[config.mk]
export PLATFORM = sky130hd
export DESIGN_NAME = sweep_burst_mode_control
export DESIGN_NICKNAME = d
export VERILOG_FILES = /design/src/core/sweep_pkg.sv /design/src/core/sweep_burst_mode_control.sv
export VERILOG_INCLUDE_DIRS = /design/src /design/src/core
export SDC_FILE = /design/constraint.sdc
export NUM_CORES = 1
export LEC_CHECK = 0
export CAP_MARGIN = 20
export CORE_MARGIN = 2
export CORE_UTILIZATION = 30
export CTS_CLUSTER_DIAMETER = 200
export DETAILED_ROUTE_END_ITERATION = 6
export DONT_BUFFER_PORTS = 1
export PLACE_DENSITY = 0.42
export SETUP_SLACK_MARGIN = 0.15
export SYNTH_ARGS = -nofsm -noshare
export SYNTH_HDL_FRONTEND = slang
export SYNTH_SLANG_ARGS = --single-unit
export TNS_END_PERCENT = 100
[constraint.sdc]
create_clock -name hclk -period 8 [get_ports hclk]
set_input_delay 2.4 -clock hclk [delete_from_list [all_inputs] [get_ports hclk]]
set_output_delay 2.4 -clock hclk [all_outputs]
set_load 0.02 [all_outputs]
[src/core/sweep_map.svh]
// register offsets, field positions and reset values of the sweep mode control block
`ifndef SWEEP_MAP_SVH
`define SWEEP_MAP_SVH

// ****************************************
// register offsets (byte addresses)
// ****************************************
`define OFS_MODE      8'h00
`define OFS_BURST     8'h04
`define OFS_INTERVAL  8'h08
`define OFS_STEPS     8'h0C
`define OFS_CMD       8'h10
`define OFS_STATUS    8'h14

// ****************************************
// field positions
// ****************************************
`define MODE_LSB      2
`define MODE_MSB      9
`define CNT_W         16
`define UNIT_BIT      16
`define CMD_START     0
`define CMD_STOP      1

// ****************************************
// reset values and levels
// ****************************************
`define MODE_RST      8'h00
`define BURST_RST     17'h00010
`define INTERVAL_RST  17'h00040
`define STEPS_RST     8'h04
`define MIDSCALE      10'h200
`define SINE_PEAK     9'h1FF

`endif

[src/core/sweep_pkg.sv]
// types shared by the sweep mode control block
`include "sweep_map.svh"

package sweep_pkg;

   // mode bits, msb first as they sit in the mode register
   typedef struct packed {
      logic waveform_shape_select;
      logic digital_out_enable;
      logic continuous_burst_select;
      logic burst_source_select;
      logic increment_source_select;
      logic sweep_saw_select;
      logic sync_pulse_select;
      logic sync_out_enable;
   } ctrl_t;

   typedef enum logic [2:0] {
      ST_IDLE = 3'b001,
      ST_ON   = 3'b010,
      ST_MID  = 3'b100
   } state_t;

endpackage

[src/core/sweep_burst_mode_control.sv]
// sweep and burst mode control with an ahb-lite register slave
//
// Implementation choices: the register offsets and the AHB-Lite interface to the registers.
`timescale 1ns/10ps
`include "sweep_map.svh"

module sweep_burst_mode_control
   import sweep_pkg::*;
(
   input  wire logic        hclk,
   input  wire logic        hresetn,
   input  wire logic        hsel,
   input  wire logic [31:0] haddr,
   input  wire logic [1:0]  htrans,
   input  wire logic        hwrite,
   input  wire logic [2:0]  hsize,
   input  wire logic [31:0] hwdata,
   input  wire logic        hready,
   output logic             hreadyout,
   output logic             hresp,
   output logic [31:0]      hrdata,
   input  wire logic [9:0]  phase_in,
   input  wire logic        phase_wrap,
   input  wire logic        trigger_pin,
   output logic [9:0]       analog_out_pair_code,
   output logic             square_digital_out,
   output logic             square_digital_out_oe_n,
   output logic             sync_out,
   output logic [7:0]       step_index,
   output logic             step_advance
);

   // ****************************************
   // functions
   // ****************************************
   function automatic logic unit_tick(input logic by_cycles, input logic wrap);
      return by_cycles ? wrap : 1'b1;
   endfunction

   function automatic logic reached(input logic [15:0] cnt, input logic [15:0] lim);
      return ({1'b0, cnt} + 17'h00001) >= {1'b0, lim};
   endfunction

   function automatic logic [9:0] tri_wave(input logic [9:0] p);
      return p[9] ? ~{p[8:0], 1'b0} : {p[8:0], 1'b0};
   endfunction

   function automatic logic [9:0] sine_wave(input logic [9:0] p);
      logic [18:0] prod;
      logic [8:0]  s;
      prod = {10'h000, p[8:0]} * (19'h00200 - {10'h000, p[8:0]});
      s    = (prod[18:7] > 12'h1FF) ? `SINE_PEAK : prod[15:7];
      return p[9] ? (`MIDSCALE - {1'b0, s}) : (`MIDSCALE + {1'b0, s});
   endfunction

   // ****************************************
   // ahb-lite slave
   // ****************************************
   logic        wr_q;
   logic [7:0]  waddr_q;
   logic [31:0] hrdata_q;
   ctrl_t       mode_q;
   logic [16:0] burst_q;
   logic [16:0] intv_q;
   logic [7:0]  steps_q;
   state_t      state_q;
   ctrl_t       act_q;
   logic [15:0] win_cnt_q;
   logic [15:0] bst_cnt_q;
   logic [7:0]  step_q;
   logic        dir_q;
   logic        sync_q;
   logic        adv_q;
   logic [9:0]  dac_q;
   logic        sq_q;
   logic        oe_n_q;
   logic        trig_s1;
   logic        trig_s2;
   logic        trig_s3;

   wire addr_ok   = hsel & hready & htrans[1];
   wire wr_mode   = wr_q & (waddr_q == `OFS_MODE);
   wire wr_burst  = wr_q & (waddr_q == `OFS_BURST);
   wire wr_intv   = wr_q & (waddr_q == `OFS_INTERVAL);
   wire wr_steps  = wr_q & (waddr_q == `OFS_STEPS);
   wire wr_cmd    = wr_q & (waddr_q == `OFS_CMD);
   wire start_p   = wr_cmd & hwdata[`CMD_START];
   wire stop_p    = wr_cmd & hwdata[`CMD_STOP];
   wire running   = state_q != ST_IDLE;

   // ****************************************
   // sweep decode
   // ****************************************
   wire ext_incr   = act_q.increment_source_select;
   wire ext_burst  = ext_incr & ~act_q.continuous_burst_select
                     & act_q.burst_source_select;
   wire trig_rise  = trig_s2 & ~trig_s3;
   wire win_tick   = unit_tick(intv_q[`UNIT_BIT], phase_wrap);
   wire bst_tick   = unit_tick(burst_q[`UNIT_BIT], phase_wrap);
   wire int_end    = win_tick & reached(win_cnt_q, intv_q[15:0]);
   wire win_end    = running & (ext_incr ? trig_rise : int_end);
   wire burst_end  = (state_q == ST_ON) & ~act_q.continuous_burst_select
                     & ~ext_burst & bst_tick
                     & reached(bst_cnt_q, burst_q[15:0]);
   wire burst_gate = ext_burst ? (running & trig_s2)
                               : (state_q == ST_ON);
   wire at_top     = step_q == steps_q;
   wire saw        = act_q.sweep_saw_select;
   wire last_step  = saw ? at_top : (dir_q ? (step_q == 8'h00)
                                           : (at_top & (steps_q == 8'h00)));
   wire sweep_done = win_end & last_step;
   wire [7:0] step_d = (~saw & (dir_q | at_top)) ? (step_q - 8'h01)
                                                 : (step_q + 8'h01);
   wire dir_d      = ~saw & (dir_q | at_top);
   wire eos_mode   = act_q.sync_out_enable & act_q.sync_pulse_select;
   wire sync_d     = act_q.sync_out_enable & (act_q.sync_pulse_select
                     ? (sweep_done | (sync_q & ~(start_p & ~running)))
                     : (win_end & ~last_step));
   wire [9:0] wave = act_q.waveform_shape_select ? sine_wave(phase_in)
                                                 : tri_wave(phase_in);
   wire [9:0] dac_d = burst_gate ? wave : `MIDSCALE;

   wire [31:0] rdata_d =
      (haddr[7:0] == `OFS_MODE)     ? {22'h000000, mode_q, 2'h0} :
      (haddr[7:0] == `OFS_BURST)    ? {15'h0000, burst_q} :
      (haddr[7:0] == `OFS_INTERVAL) ? {15'h0000, intv_q} :
      (haddr[7:0] == `OFS_STEPS)    ? {24'h000000, steps_q} :
      (haddr[7:0] == `OFS_STATUS)   ? {16'h0000, step_q, 4'h0, sync_q,
                                       burst_gate, dir_q, running} :
                                      32'h00000000;

   assign hreadyout               = 1'b1;
   assign hresp                   = 1'b0;
   assign hrdata                  = hrdata_q;
   assign analog_out_pair_code    = dac_q;
   assign square_digital_out      = sq_q;
   assign square_digital_out_oe_n = oe_n_q;
   assign sync_out                = sync_q;
   assign step_index              = step_q;
   assign step_advance            = adv_q;

   // ****************************************
   // register file
   // ****************************************
   always_ff @(posedge hclk or negedge hresetn) begin
      if (!hresetn) begin
         wr_q     <= 1'b0;
         waddr_q  <= 8'h00;
         hrdata_q <= 32'h00000000;
      end else begin
         wr_q     <= addr_ok & hwrite;
         waddr_q  <= haddr[7:0];
         hrdata_q <= (addr_ok & ~hwrite) ? rdata_d : 32'h00000000;
      end
   end

   always_ff @(posedge hclk or negedge hresetn) begin
      if (!hresetn) begin
         mode_q  <= `MODE_RST;
         burst_q <= `BURST_RST;
         intv_q  <= `INTERVAL_RST;
         steps_q <= `STEPS_RST;
      end else begin
         if (wr_mode)  mode_q  <= hwdata[`MODE_MSB:`MODE_LSB];
         if (wr_burst) burst_q <= hwdata[16:0];
         if (wr_intv)  intv_q  <= hwdata[16:0];
         if (wr_steps) steps_q <= hwdata[7:0];
      end
   end

   // ****************************************
   // trigger pin synchroniser
   // ****************************************
   always_ff @(posedge hclk or negedge hresetn) begin
      if (!hresetn) begin
         trig_s1 <= 1'b0;
         trig_s2 <= 1'b0;
         trig_s3 <= 1'b0;
      end else begin
         trig_s1 <= trigger_pin;
         trig_s2 <= trig_s1;
         trig_s3 <= trig_s2;
      end
   end

   // ****************************************
   // sweep state machine
   // ****************************************
   always_ff @(posedge hclk or negedge hresetn) begin
      if (!hresetn) begin
         state_q <= ST_IDLE;
         act_q   <= `MODE_RST;
         step_q  <= 8'h00;
         dir_q   <= 1'b0;
      end else begin
         unique case (state_q)
            ST_IDLE: begin
               if (start_p) begin
                  state_q <= ST_ON;
                  act_q   <= mode_q;
                  step_q  <= 8'h00;
                  dir_q   <= 1'b0;
               end
            end
            ST_ON, ST_MID: begin
               if (stop_p) begin
                  state_q <= ST_IDLE;
               end else if (sweep_done) begin
                  state_q <= ST_IDLE;
                  step_q  <= 8'h00;
                  dir_q   <= 1'b0;
               end else if (win_end) begin
                  state_q <= ST_ON;
                  step_q  <= step_d;
                  dir_q   <= dir_d;
               end else if (burst_end) begin
                  state_q <= ST_MID;
               end
            end
         endcase
      end
   end

   always_ff @(posedge hclk or negedge hresetn) begin
      if (!hresetn) begin
         win_cnt_q <= 16'h0000;
         bst_cnt_q <= 16'h0000;
      end else if (!running || win_end) begin
         win_cnt_q <= 16'h0000;
         bst_cnt_q <= 16'h0000;
      end else begin
         if (!ext_incr && win_tick) win_cnt_q <= win_cnt_q + 16'h0001;
         if (state_q == ST_ON && bst_tick) bst_cnt_q <= bst_cnt_q + 16'h0001;
      end
   end

   // ****************************************
   // outputs
   // ****************************************
   always_ff @(posedge hclk or negedge hresetn) begin
      if (!hresetn) begin
         dac_q  <= `MIDSCALE;
         sq_q   <= 1'b0;
         oe_n_q <= 1'b1;
         sync_q <= 1'b0;
         adv_q  <= 1'b0;
      end else begin
         dac_q  <= dac_d;
         sq_q   <= dac_d[9];
         oe_n_q <= ~act_q.digital_out_enable;
         sync_q <= sync_d;
         adv_q  <= win_end & ~last_step;
      end
   end
endmodule

==> results.txt <==
Htree depth: 4
NumNets Final: 1450
Worst skew pair latency: 0.43 ns
Synthesized area: 11100 um2
Crit path largest cell delay: 0.52 ns
DR iter-0 viols: 519
Slowest CP cell: fa_2
Share of layout cells above drive strength 1: 0.206
Critical path buffers and inverters: 7
CTS sink cnt: 145
Most common flop cell mapped by yosys: dfrtp_1
Placed inst area: 12200 um2
EDFF count, synth: 0
Flop2flop setup slack: 3.76 ns
Clock Path Buffers: 2
Sequential area share after synthesis: 0.329
Initial antenna violation count: 1
Largest net degree at the start of global routing: 146
Crit share post-route: 1.05
I/O pin total: 142
Delay-heaviest family, CP: adder cells
Grt total ovfl: 0
Number of global-route vias before repair: 8120
Max VDD drop: 0.213 mV
Outcome: complete, but fails checks
Via/cell ratio: 4.72
Diodes inserted: 0
# rows: 70
Post-synth cell types: 82
Startpoint Class: input pin
Critical path fanouts, max: 10
Final core utilization: 0.363
Worst path arrival time: 8.74 ns
Initial Util: 0.304
Commonest cells after routing, fill and taps aside: dfrtp_1, inv_1, ha_1
Avg Inst Size Synth: 9.87 um2
Metal3 WL: 1.06 mm
Max cap viols: 0
Violations in the final reports: setup timing
Worst Path Required: 8.33 ns
HPWL Detailed: 22.4 mm
Endpoints failing setup: 7
Yosys warns: 0
Skew final: 0.00875 ns
Die area: 38400 um2
Root Buffer: clkbuf_16
TritonCTS buffer count: 17
Top Metal Used: met5
P_leak: 6.39 nW
GRT Total Usage: 0.155
Slew @ Worst Pin: 1.07 ns
Crit Path Category: input pin to register
Maximum clock rate: 119 MHz
Synth Register Bits: 145
Max-slew violations: 0
Avg WL per Cell: 17.3 um
DRC: 0
Fraction of registers with async set or reset after synthesis: 1.00
PD cells: 300 nW/um2
Fin. Hold Viols: 0
DRT met1 WL: 13.5 mm
Met2 WL: 14.0 mm
WL final: 29.1 mm
Area delta synth->final: 19.4%
Post-route ant nets: 0
Clk pin slew, worst setup/hold paths: 0.06 ns
First-pass detailed-route iteration total: 5
Worst Hold Class: register to register
Final worst slack: -0.408 ns
Die height: 196 um
Buffers on Ports: 0
Global-route wire length before repair: 46.0 mm
Routability cong.: 0.800
Core area: 36400 um2
RSZ-0062 raised after global routing: true
Filler cells: 3715
Die W: 196 um
Cell area after layout: 13200 um2
Commonest non-fill, non-tap cell in the layout: dfrtp_1
Worst rel slew slack: 0.282
Crit. End Element: register
CTS tree: done
Gate count of the mapped netlist: 1121
DR vias: 7953
Final min period: 8.41 ns
## state kept, by name, indices dropped and copies added, names as in the netlist, 3 cells and up
| register | count |
|---|---|
| hrdata | 17 |
| state_q | 3 |
| waddr_q | 8 |
| act_q | 6 |
| step_index | 8 |
| analog_out_pair_code | 10 |
| steps_q | 8 |
| bst_cnt_q | 16 |
| mode_q | 8 |
| intv_q | 17 |
| win_cnt_q | 16 |
| burst_q | 17 |
## metrics by stage
stage          cells  TNS (ns)  total power (W)  hold WS [ns]  setup WS [ns]
2_1_floorplan   1145     -2.76          0.00217         0.331         -0.740
3_3_place_gp    1638     -8.67          0.00290         0.335          -1.19
3_5_place_dp    1638     -9.18          0.00291         0.352          -1.27
4_1_cts         1679     -1.45          0.00389         0.368         -0.427
5_1_grt         1684     -3.62          0.00428         0.369         -0.667
6_report        1684     -1.50          0.00396         0.359         -0.408
## area by class of cell
cell class	count	area, um2	area share
inverter	113	458	0.0347
clock buffer	20	467	0.0353
clock inverter	12	131	0.00994
sequential	145	3640	0.275
tap	468	586	0.0443
multi-input combinational	839	7250	0.549
timing repair buffer	87	679	0.0514
## kinds of logic after synthesis
family | count (synthesis) | synth area share
AND/OR/NAND/NOR | 346 | 0.161
AO/OA/AOI/OAI | 170 | 0.109
adder cells (fa/ha/maj) | 161 | 0.219
buffers and inverters | 161 | 0.0607
flip-flops | 145 | 0.329
XOR/XNOR | 87 | 0.0689
multiplexers | 49 | 0.0526
other | 2 | 0.000679
## path summary, 6_finish.rpt
kind,startpoint,endpoint,cells past startpoint
min reg2reg,trig_s1,trig_s2,0
max in group asynchronous,hresetn,burst_q[4],0
min,trig_s1,trig_s2,0
max,phase_in[1],analog_out_pair_code[8],30
max reg2reg,step_index[5],step_index[7],13
min in group asynchronous,hresetn,waddr_q[6],0
## timing repair
action,in CTS,in global routing
setup endpoints to repair,10,11
gates resized for setup,37,33
hold buffers,0,0
pin swaps,16,17
buffers inserted,9,4
hold endpoints to repair,0,0
## power breakdown
part / switching, W / internal (W) / leakage, nW
registers: 0.0000851 / 0.000800 / 1.80
clock network: 0.000327 / 0.000484 / 0.284
logic: 0.00112 / 0.00114 / 4.31
## worst reg2reg max path: stages, from the launching register on
cell      delay [ns]
dfrtp_1         0.72
xor2_1          0.14
nor4_1          0.49
nand2_1         0.15
a21oi_1         0.73
ha_1            0.37
a21o_1          0.17
a21oi_1         0.23
o21bai_1        0.09
a21oi_1         0.23
o21ai_0         0.15
xnor2_1         0.15
and2_1          0.19
a221o_1         0.31
## metal layers
| metal | global-route usage | vias to the layer above |
|---|---|---|
| met2 | 0.266 | 125 |
| li1 | - | 3927 |
| met5 | 0 | - |
| met1 | 0.202 | 3874 |
| met4 | 0.0382 | 2 |
| met3 | 0.0294 | 25 |
## cell usage after synthesis, types with 7 or more instances
cell type / count / area, um2
a21oi_1: 41 / 205
nor2b_1: 34 / 213
mux2_2: 43 / 484
xnor2_1: 32 / 280
nor3_1: 9 / 45.0
nand3b_1: 7 / 52.6
nand2b_1: 34 / 213
xor2_1: 55 / 482
and2_1: 17 / 106
ha_1: 107 / 1340
and3_1: 15 / 93.8
nand3_1: 17 / 85.1
nand4_1: 7 / 43.8
nor4_1: 9 / 56.3
fa_1: 54 / 1080
a21o_1: 13 / 97.6
dfrtp_1: 139 / 3480
clkbuf_1: 27 / 101
nand2_1: 81 / 304
buf_4: 17 / 128
a222oi_1: 9 / 90.1
inv_1: 113 / 424
a22o_1: 10 / 87.6
nor2_1: 89 / 334
o21ai_0: 35 / 175
a211oi_1: 10 / 75.1
Note: power is estimated with default switching activity, not from simulation.
